===== src/design/tx_mod_map.svh =====
// Purpose: Offsets, reset values, field positions and constants of the modem
//          configuration register group.
// Assumes: Seven-bit register addresses on the serial register port.
// Notes:   Definitions only; included by the main module.
`ifndef TX_MOD_MAP_SVH
`define TX_MOD_MAP_SVH

// -----------------------------------------------------------------------------
// Register addresses
// -----------------------------------------------------------------------------
`define ADDR_RATE_LO 7'h6F
`define ADDR_MOD_CTL1 7'h70
`define ADDR_MOD_CTL2 7'h71
`define ADDR_DEV_LO 7'h72
`define ADDR_OFS_LO 7'h73
`define ADDR_OFS_HI 7'h74

// -----------------------------------------------------------------------------
// Reset values
// -----------------------------------------------------------------------------
`define RST_RATE_LO 8'h0D
`define RST_MOD_CTL1 8'h0C
`define RST_MOD_CTL2 8'h00
`define RST_DEV_LO 8'h20
`define RST_OFS_LO 8'h00
`define RST_OFS_HI 8'h00

// -----------------------------------------------------------------------------
// Field positions
// -----------------------------------------------------------------------------
`define CTL1_RATE_SCALE 5
`define CTL1_PH_PWDN 4
`define CTL1_PRE_POL 3
`define CTL1_MAN_INV 2
`define CTL1_MAN_EN 1
`define CTL1_WHITE_EN 0
`define CTL1_USED_MASK 8'h3F
`define CTL2_TRCLK_HI 7
`define CTL2_TRCLK_LO 6
`define CTL2_DTMOD_HI 5
`define CTL2_DTMOD_LO 4
`define CTL2_DATA_INV 3
`define CTL2_DEV_MSB 2
`define CTL2_MODTYP_HI 1
`define CTL2_MODTYP_LO 0
`define OFS_HI_USED_MASK 8'h03

// -----------------------------------------------------------------------------
// Serial framing and sequence constants
// -----------------------------------------------------------------------------
`define SPI_LAST_BIT 3'h7
`define RW_BIT_WRITE 1'b1
`define PN9_SEED 9'h1FF
`define WHITE_SEED 9'h1FF

`endif


===== src/design/tx_mod_pkg.sv =====
// Purpose: Types shared by the modem configuration register group.
// Assumes: Constants come from the map header.
// Notes:   Enumerations mirror the two-bit selector fields.
package tx_mod_pkg;

   // --------------------------------------------------------------------------
   // Selector encodings
   // --------------------------------------------------------------------------
   typedef enum logic [1:0] {
      TRCLK_NONE = 2'b00,
      TRCLK_GPIO = 2'b01,
      TRCLK_SDO = 2'b10,
      TRCLK_IRQ = 2'b11
   } trclk_e;

   typedef enum logic [1:0] {
      SRC_GPIO = 2'b00,
      SRC_SDI = 2'b01,
      SRC_FIFO = 2'b10,
      SRC_PN9 = 2'b11
   } dtmod_e;

   typedef enum logic [1:0] {
      MOD_CARRIER = 2'b00,
      MOD_OOK = 2'b01,
      MOD_FSK = 2'b10,
      MOD_GFSK = 2'b11
   } modtyp_e;

   typedef enum logic [1:0] {
      PH_IDLE = 2'b00,
      PH_ADDR = 2'b01,
      PH_DATA = 2'b10
   } spi_phase_e;

   // --------------------------------------------------------------------------
   // Module state records
   // --------------------------------------------------------------------------
   typedef struct packed {
      logic [2:0] s1;
      logic [2:0] s2;
      logic [2:0] s3;
      logic [2:0] stable;
   } sync_s;

   typedef struct packed {
      spi_phase_e phase;
      logic sck_prev;
      logic [2:0] bit_cnt;
      logic is_write;
      logic [6:0] addr;
      logic [7:0] in_shift;
      logic [7:0] rd_shift;
      logic sdo;
      logic sdo_oe_n;
      logic [7:0] rate_lo;
      logic [7:0] ctl1;
      logic [7:0] ctl2;
      logic [7:0] dev_lo;
      logic [9:0] ofs;
      logic [8:0] pn9;
      logic [8:0] white;
      logic [15:0] rate_word;
      logic [8:0] dev_word;
      logic [10:0] ofs_scaled;
      logic ph_pwdn;
      logic tx_bit;
      logic rx_bit;
      logic txclk_gpio;
      logic irq_pin;
   } regs_s;

endpackage


===== src/design/tx_modulation_config_regs.sv =====
// Purpose: Modem configuration registers behind the serial register port,
//          with the transmit option decode they steer.
// Assumes: Port pins are asynchronous; tx strobes and results come from clk.
// Notes:   Mode 0 serial port, MSB first, first bit set means write.
//
// Overview of operation
// - Rate low byte resets to 0x0D, so with upper byte 0x0A the word 0x0A0D gives 39.26 kbps.
// - Rate is 1000 times word over 2^16, or 2^21 when scaled.
// - Packet handler powers down in low power when its bit is set.
// - Manchester preamble sends ones if polarity set, zeros otherwise; receive unaffected.
// - Manchester inversion bit inverts Manchester-coded data.
// - Manchester enable bit switches Manchester coding on or off.
// - Whitening enable bit applies data whitening.
// - Clock field routes transmit clock to none, GPIO, serial out, interrupt pin.
// - Source field picks GPIO, serial in while deselected, FIFO or PN9.
// - Data inversion bit inverts both transmit and receive data.
// - Type field selects carrier, OOK, FSK or GFSK.
// - Deviation is 625 Hz times nine-bit value across two registers.
// - Offset is 156.25 Hz times band factor times ten-bit signed value.
// - Reading either offset register returns the latest correction result.
// - High band select doubles the offset step size.
`timescale 1ns/10ps
`include "tx_mod_map.svh"
module tx_modulation_config_regs (
   input wire logic clk, // System clock, 125 MHz.
   input wire logic resetn, // Synchronous reset, active low.
   input wire logic chip_select_pin_n, // Serial port select, active low.
   input wire logic sck_pin, // Serial port clock.
   input wire logic sdi_pin, // Serial port data in.
   output logic sdo_pin, // Serial port data out.
   output logic sdo_oe_n, // Data out enable, low while driven.
   input wire logic [7:0] tx_rate_high, // Upper rate byte held elsewhere.
   input wire logic high_band, // High band select.
   input wire logic low_power_mode, // Device sits in a low power mode.
   input wire logic [9:0] afc_result, // Latest frequency correction result.
   input wire logic tx_bit_strobe, // One-cycle pulse per transmit bit.
   input wire logic tx_clk_level, // Transmit data clock level.
   input wire logic preamble_phase, // Transmitter is sending preamble.
   input wire logic gpio_tx_data, // Direct data from a GPIO pin.
   input wire logic fifo_tx_data, // Data bit from the transmit FIFO.
   input wire logic rx_data_in, // Demodulated receive bit.
   input wire logic irq_source_n, // Interrupt request, active low.
   output logic [15:0] tx_rate_word, // Combined rate setting.
   output logic rate_scale, // Rate divisor is 2^21 when set.
   output logic ph_power_down, // Packet handler power-down.
   output logic manchester_en, // Manchester coding active.
   output logic whiten_en, // Whitening active.
   output tx_mod_pkg::modtyp_e mod_type, // Selected modulation.
   output tx_mod_pkg::trclk_e trclk_sel, // Transmit clock routing.
   output tx_mod_pkg::dtmod_e dtmod_sel, // Transmit data source.
   output logic [8:0] deviation_value, // Deviation in 625 Hz steps.
   output logic [9:0] offset_value, // Programmed offset, two's complement.
   output logic [10:0] offset_scaled, // Offset in 156.25 Hz steps.
   output logic tx_data_out, // Coded transmit bit to modulator.
   output logic rx_data_out, // Receive bit after inversion.
   output logic txclk_gpio, // Transmit clock for a GPIO pin.
   output logic interrupt_pin_n // Interrupt pin, active low.
);
   import tx_mod_pkg::*;

   regs_s q;
   regs_s n;
   logic [2:0] pins_s;
   logic cs_n_s;
   logic sck_s;
   logic sdi_s;
   logic rise;
   logic fall;
   logic [7:0] wr_byte;
   logic src_bit;
   logic coded_bit;

   // -------------------------------------------------------------------------
   // Pin synchronisation
   // -------------------------------------------------------------------------
   // Select idles high, clock and data idle low in mode 0.
   pin_sync u_pin_sync (
      .clk(clk),
      .resetn(resetn),
      .pin_in({chip_select_pin_n, sck_pin, sdi_pin}),
      .idle_val(3'h4),
      .pin_out(pins_s)
   );

   assign cs_n_s = pins_s[2];
   assign sck_s = pins_s[1];
   assign sdi_s = pins_s[0];
   assign rise = sck_s & ~q.sck_prev;
   assign fall = ~sck_s & q.sck_prev;
   assign wr_byte = {q.in_shift[6:0], sdi_s};

   // -------------------------------------------------------------------------
   // Register read-back
   // -------------------------------------------------------------------------
   // Unmapped addresses belong to other blocks and read as zero here.
   function automatic logic [7:0] read_reg(input logic [6:0] a, input regs_s s,
                                           input logic [9:0] afc);
      logic [7:0] v;
      v = 8'h00;
      case (a)
         `ADDR_RATE_LO: v = s.rate_lo;
         `ADDR_MOD_CTL1: v = s.ctl1 & `CTL1_USED_MASK;
         `ADDR_MOD_CTL2: v = s.ctl2;
         `ADDR_DEV_LO: v = s.dev_lo;
         `ADDR_OFS_LO: v = afc[7:0];
         `ADDR_OFS_HI: v = {6'h00, afc[9:8]};
         default: v = 8'h00;
      endcase
      return v;
   endfunction

   // -------------------------------------------------------------------------
   // Transmit data path
   // -------------------------------------------------------------------------
   // source selection
   always_comb begin
      case (dtmod_e'(q.ctl2[`CTL2_DTMOD_HI:`CTL2_DTMOD_LO]))
         SRC_GPIO: src_bit = gpio_tx_data;
         SRC_SDI: src_bit = cs_n_s & sdi_s; // Serial input counts only while deselected.
         SRC_FIFO: src_bit = fifo_tx_data;
         SRC_PN9: src_bit = q.pn9[0];
         default: src_bit = 1'b0;
      endcase
   end

   // Whitening, Manchester inversion and preamble forcing, then data inversion.
   always_comb begin
      coded_bit = src_bit;
      if (q.ctl1[`CTL1_WHITE_EN]) begin
         coded_bit = coded_bit ^ q.white[0];
      end
      if (q.ctl1[`CTL1_MAN_EN]) begin
         if (q.ctl1[`CTL1_MAN_INV]) begin
            coded_bit = ~coded_bit;
         end
         if (preamble_phase) begin
            coded_bit = q.ctl1[`CTL1_PRE_POL];
         end
      end
      coded_bit = coded_bit ^ q.ctl2[`CTL2_DATA_INV];
   end

   // -------------------------------------------------------------------------
   // Next state
   // -------------------------------------------------------------------------
   always_comb begin
      n = q;
      n.sck_prev = sck_s;

      // Serial port framing: one address byte, then data bytes in a burst.
      if (cs_n_s) begin
         n.phase = PH_IDLE;
         n.bit_cnt = 3'h0;
      end else begin
         if (q.phase == PH_IDLE) begin
            n.phase = PH_ADDR;
         end
         if (rise) begin
            n.in_shift = wr_byte;
            n.bit_cnt = q.bit_cnt + 3'h1;
            if (q.bit_cnt == `SPI_LAST_BIT) begin
               if (q.phase == PH_DATA) begin
                  if (q.is_write == `RW_BIT_WRITE) begin
                     case (q.addr)
                        `ADDR_RATE_LO: n.rate_lo = wr_byte;
                        `ADDR_MOD_CTL1: n.ctl1 = wr_byte & `CTL1_USED_MASK;
                        `ADDR_MOD_CTL2: n.ctl2 = wr_byte;
                        `ADDR_DEV_LO: n.dev_lo = wr_byte;
                        `ADDR_OFS_LO: n.ofs[7:0] = wr_byte;
                        `ADDR_OFS_HI: n.ofs[9:8] = wr_byte[1:0];
                        default: n.ofs = q.ofs;
                     endcase
                  end
                  n.addr = q.addr + 7'h01;
                  n.rd_shift = read_reg(q.addr + 7'h01, q, afc_result);
               end else begin
                  n.is_write = q.in_shift[6];
                  n.addr = wr_byte[6:0];
                  n.rd_shift = read_reg(wr_byte[6:0], q, afc_result);
                  n.phase = PH_DATA;
               end
            end
         end
         // Data out changes on falling edges so it is settled for the host.
         if (fall && q.phase == PH_DATA) begin
            n.sdo = q.rd_shift[7];
            n.rd_shift = {q.rd_shift[6:0], 1'b0};
         end
      end

      if (!cs_n_s) begin
         n.sdo_oe_n = 1'b0;
      end else if (trclk_e'(q.ctl2[`CTL2_TRCLK_HI:`CTL2_TRCLK_LO]) == TRCLK_SDO) begin
         n.sdo_oe_n = 1'b0;
         n.sdo = tx_clk_level;
      end else begin
         n.sdo_oe_n = 1'b1;
         n.sdo = 1'b0;
      end
      n.txclk_gpio = (q.ctl2[`CTL2_TRCLK_HI:`CTL2_TRCLK_LO] == TRCLK_GPIO) & tx_clk_level;
      if (trclk_e'(q.ctl2[`CTL2_TRCLK_HI:`CTL2_TRCLK_LO]) == TRCLK_IRQ) begin
         n.irq_pin = tx_clk_level;
      end else begin
         n.irq_pin = irq_source_n;
      end

      // Sequence generators advance once per transmitted bit.
      if (tx_bit_strobe) begin
         n.pn9 = {q.pn9[0] ^ q.pn9[5], q.pn9[8:1]};
         n.white = {q.white[0] ^ q.white[5], q.white[8:1]};
      end
      if (tx_bit_strobe && preamble_phase) begin
         n.white = `WHITE_SEED;
      end

      n.rate_word = {tx_rate_high, q.rate_lo};
      n.ph_pwdn = q.ctl1[`CTL1_PH_PWDN] & low_power_mode;
      n.dev_word = {q.ctl2[`CTL2_DEV_MSB], q.dev_lo};
      if (high_band) begin
         n.ofs_scaled = {q.ofs, 1'b0};
      end else begin
         n.ofs_scaled = {q.ofs[9], q.ofs};
      end
      n.tx_bit = coded_bit;
      n.rx_bit = rx_data_in ^ q.ctl2[`CTL2_DATA_INV];
   end

   // -------------------------------------------------------------------------
   // State register
   // -------------------------------------------------------------------------
   always_ff @(posedge clk) begin
      if (!resetn) begin
         q <= '0;
         q.phase <= PH_IDLE;
         q.sck_prev <= 1'b0;
         q.sdo_oe_n <= 1'b1;
         q.rate_lo <= `RST_RATE_LO;
         q.ctl1 <= `RST_MOD_CTL1;
         q.ctl2 <= `RST_MOD_CTL2;
         q.dev_lo <= `RST_DEV_LO;
         q.ofs <= 10'({`RST_OFS_HI, `RST_OFS_LO});
         q.pn9 <= `PN9_SEED;
         q.white <= `WHITE_SEED;
         q.rate_word <= 16'h000D;
         q.dev_word <= 9'h020;
         q.irq_pin <= 1'b1;
      end else begin
         q <= n;
      end
   end

   // -------------------------------------------------------------------------
   // Outputs, all taken from the state register
   // -------------------------------------------------------------------------
   // rate scaling bit
   assign rate_scale = q.ctl1[`CTL1_RATE_SCALE];
   assign sdo_pin = q.sdo;
   assign sdo_oe_n = q.sdo_oe_n;
   assign tx_rate_word = q.rate_word;
   assign ph_power_down = q.ph_pwdn;
   assign manchester_en = q.ctl1[`CTL1_MAN_EN];
   assign whiten_en = q.ctl1[`CTL1_WHITE_EN];
   assign mod_type = modtyp_e'(q.ctl2[`CTL2_MODTYP_HI:`CTL2_MODTYP_LO]);
   assign trclk_sel = trclk_e'(q.ctl2[`CTL2_TRCLK_HI:`CTL2_TRCLK_LO]);
   assign dtmod_sel = dtmod_e'(q.ctl2[`CTL2_DTMOD_HI:`CTL2_DTMOD_LO]);
   assign deviation_value = q.dev_word;
   assign offset_value = q.ofs;
   assign offset_scaled = q.ofs_scaled;
   assign tx_data_out = q.tx_bit;
   assign rx_data_out = q.rx_bit;
   assign txclk_gpio = q.txclk_gpio;
   assign interrupt_pin_n = q.irq_pin;
endmodule


===== src/design/pin_sync.sv =====
// Purpose: Three-stage synchroniser with agreement filter for the port pins.
// Assumes: Inputs are asynchronous to clk.
// Notes:   A change is accepted only once stages two and three agree.
`timescale 1ns/10ps
module pin_sync (
   input wire logic clk, // System clock.
   input wire logic resetn, // Synchronous reset, active low.
   input wire logic [2:0] pin_in, // Raw pins: chip select, serial clock, data in.
   input wire logic [2:0] idle_val, // Level each bit shows after reset.
   output logic [2:0] pin_out // Filtered, synchronised levels.
);
   import tx_mod_pkg::*;

   sync_s q;
   sync_s d;

   // -------------------------------------------------------------------------
   // Next state
   // -------------------------------------------------------------------------
   // Stage one is read only by stage two, so metastability stays contained.
   always_comb begin
      d = q;
      d.s1 = pin_in;
      d.s2 = q.s1;
      d.s3 = q.s2;
      // Agreeing stages set the level; a disagreement holds the last one.
      d.stable = (q.s2 & q.s3) | (q.stable & (q.s2 ^ q.s3));
   end

   // -------------------------------------------------------------------------
   // State register
   // -------------------------------------------------------------------------
   // Reset loads the idle levels, so no false edge follows reset.
   always_ff @(posedge clk) begin
      if (!resetn) begin
         q <= {4{idle_val}};
      end else begin
         q <= d;
      end
   end

   assign pin_out = q.stable;
endmodule


===== config.mk =====
export PLATFORM = sky130hd
export DESIGN_NAME = tx_modulation_config_regs
export DESIGN_NICKNAME = d
export VERILOG_FILES = /design/src/design/tx_mod_pkg.sv /design/src/design/tx_modulation_config_regs.sv /design/src/design/pin_sync.sv
export VERILOG_INCLUDE_DIRS = /design/src /design/src/design
export SDC_FILE = /design/constraint.sdc
export NUM_CORES = 1
export LEC_CHECK = 0
export ABC_AREA = 1
export BUFFER_PORTS_ARGS = -buffer_cell sky130_fd_sc_hd__buf_2
export CAP_MARGIN = 15
export CORE_ASPECT_RATIO = 1.1
export CORE_MARGIN = 2
export CORE_UTILIZATION = 55
export CTS_CLUSTER_SIZE = 12
export DETAILED_ROUTE_END_ITERATION = 6
export MAX_ROUTING_LAYER = met4
export PLACE_DENSITY = 0.87
export REMOVE_ABC_BUFFERS = 1
export SLEW_MARGIN = 20
export SYNTH_ARGS = -nofsm -noshare
export SYNTH_HDL_FRONTEND = slang
export SYNTH_SLANG_ARGS = --single-unit

===== constraint.sdc =====
create_clock -name clk -period 5 [get_ports clk]
set_input_delay 0.25 -clock clk [delete_from_list [all_inputs] [get_ports clk]]
set_output_delay 0.25 -clock clk [all_outputs]
set_load 0.05 [all_outputs]

==> results.tsv <==
metric	value	unit
relSlewSlack	0.421	
multi_input_area	2760	um^2
start_util	0.569	
die_y	119	um
arrival	2.68	ns
cpMostUsedCell	inv_2	
cts_root_buffer	clkbuf_16	
fill_cells	1035	
initialDrtViolationCount	629	
die_w	108	um
route.layer.met1.wl	6.50	mm
grt.total_usage	0.262	
io_pins	94	
max_clock_freq	422	MHz
grt_max_degree	93	
final_cell_mix	nand2_1, dfxtp_1, inv_1, buf_2, a21oi_1	
cts_max_level	4	
route.detailed.vias_per_inst	5.52	
min_period_over_period	0.474	
vias	5857	
ir_drop	0.181	mV
outcome	complete, no violations	
synth_seq_cells	142	
cts_hold_buffers	0	
end_kind	flop	
critPathSlowestCell	nor4_4	
crit_required	5.31	ns
drv_slew	0	
rows	41	
globalRouteOverflowTotal	0	
routed.top_layer	met4	
critPathBufInv	4	
leakagePower	3.39	nW
p_per_area	364	nW/um^2
ys.flop_type	dfxtp_1	
dr_wl_met3	1.38	mm
startpoint_type	flop	
wl_met2	7.54	mm
final_common_cell	nand2_1	
synthDistinctLibCells	41	
cts_sinks	142	
clockBufferDepth	2	
drc_errors	0	
grt_antenna_before_repair	0	
clock_latency	0.42	ns
hold_violations	0	
mappedNetlistArea	6570	um^2
skew	0.00519	ns
synth.yosys.warnings	0	
io_buffers	93	
core_area	11500	um^2
finalPower	2.66	mW
ctsResizeCount	0	
place_hpwl	10.4	mm
grt_pass1_wl	25.7	mm
critical-path-max-stage-delay	0.60	ns
critical_path.max_fanout	13	
synth_edf_count	0	
syn_avg_cell_area	7.53	um^2
worst_slew_pin_slew	0.869	ns
hold_class	input pin to flop	
async_reset_ff_frac	0	
clk_pin_slew_worst_paths	0.06	ns
grt_pass1_vias	5437	
critical_path.top_delay_family	simple AND/OR/NAND/NOR gates	
setup_tns	0	ns
synth-seq-area-share	0.433	
fp.dieArea	12800	um^2
final_nets	941	
seq_area	2840	um^2
layout-drive-gt1-share	0.198	
cts_made_buffers	17	
wl	16.0	mm
maxCapViolCount	0	
postCtsSetupRepairBufs	0	
ant_nets	0	
firstDrtPassIters	6	
path_class	flop to flop	
rsz0062_at_grt	no	
syn_to_final_growth	11.4	%
antennaDiodeCount	0	
post-route-util	0.634	
routedWlPerCell	15.1	um
finalSetupViolations	0	
cts_tree	built	
synthCells	872	
worstPathCellList	inv_2, nor2_4, inv_2, nor2_4, inv_2, nor2_8, nand2_2, nor4_4, inv_1, o21ai_0, a21oi_1	
timing.final.crit_period	2.37	ns
place_congestion	0.944	
==> worst register-to-register path: cells and delay by family, from the launching register on <==
kind	cells	cell delay, ns
DFF	1	0.36
buffers and inverters	4	0.45
and+or+nand+nor	5	1.19
AOI/OAI and AO/OA	2	0.25
==> cells by family after synthesis <==
family	after synthesis	synth area share
buffers and inverters	194	0.147
adders and majority gates	10	0.0191
and+or+nand+nor	346	0.250
xor gates and xnor gates	1	0.00133
DFF	142	0.433
AOI/OAI and AO/OA	179	0.150
==> layout make-up <==
class	instances	area share
sequential	142	0.389
tap	150	0.0257
timing repair buffer	94	0.0647
clock buffer	21	0.0629
multi-input combinational	536	0.377
clock inverter	10	0.0255
inverter	108	0.0554
==> flip-flops by register name, indices dropped and copies added (netlist names), 2 cells and up <==
signal              count
deviation_value         9
dtmod_sel               2
mod_type                2
n                      17
offset_scaled          11
offset_value           10
q                      51
trclk_sel               2
tx_rate_word           16
u_pin_sync.d            6
u_pin_sync.pin_out      3
u_pin_sync.q            3
==> power breakdown <==
| part | switching [mW] | total (mW) | internal (mW) |
|---|---|---|---|
| clock | 0.477 | 1.39 | 0.909 |
| combinational | 0.0800 | 0.111 | 0.0312 |
| sequential | 0.00942 | 1.16 | 1.15 |
==> cells in the mapped netlist (4+ instances only) <==
library cell,n,area (um^2)
a211oi_1,4,30.0
a21oi_1,69,345
a31oi_1,5,31.3
buf_2,8,40.0
buf_4,54,405
clkbuf_1,19,71.3
dfxtp_1,142,2840
ha_1,10,125
inv_1,95,357
inv_2,11,41.3
nand2_1,171,642
nand2_2,8,50.1
nand3_1,64,320
nand4_1,4,25.0
nand4_2,4,50.1
nor2_1,59,221
nor2_2,8,50.1
nor2_4,8,90.1
nor3_1,7,35.0
o211ai_1,7,52.6
o21ai_0,64,320
o21ai_1,13,65.1
o22ai_1,8,50.1
or2_2,4,25.0
==> through the flow <==
stage | std cells | setup slack, ns | hold slack, ns | cell area (um^2)
final | 1061 | 2.63 | 0.00900 | 7310
after floorplan | 786 | 3.07 | 0.319 | 6010
after detailed placement | 1030 | 2.73 | 0.398 | 6670
after global placement | 1030 | 2.80 | 0.394 | 6670
after global routing | 1061 | 2.42 | 0.0146 | 7310
after CTS | 1061 | 2.65 | 0.00793 | 7310
==> worst paths after layout <==
kind                                                   end  slack (ns)                             start  cells after the start
worst min-delay path            tx_rate_word[9]$_SDFF_PN0_       0.009                   tx_rate_high[1]                      3
worst max-delay path                    n[29]$_SDFFE_PN0P_        2.63  u_pin_sync.pin_out[1]$_SDFF_PN0_                     11
worst min register to register  u_pin_sync.d[3]$_SDFF_PN0_        0.41        u_pin_sync.d[6]$_SDFF_PN0_                      2
worst max register to register          n[29]$_SDFFE_PN0P_        2.63  u_pin_sync.pin_out[1]$_SDFF_PN0_                     11
==> layer usage <==
| metal | vias to the layer above | track usage |
|---|---|---|
| li1 | 2826 | - |
| met1 | 2662 | 0.316 |
| met2 | 291 | 0.417 |
| met3 | 78 | 0.0535 |
| met4 | 0 | 0.125 |
| met5 | - | - |
Note: power is estimated with default switching activity, not from simulation.
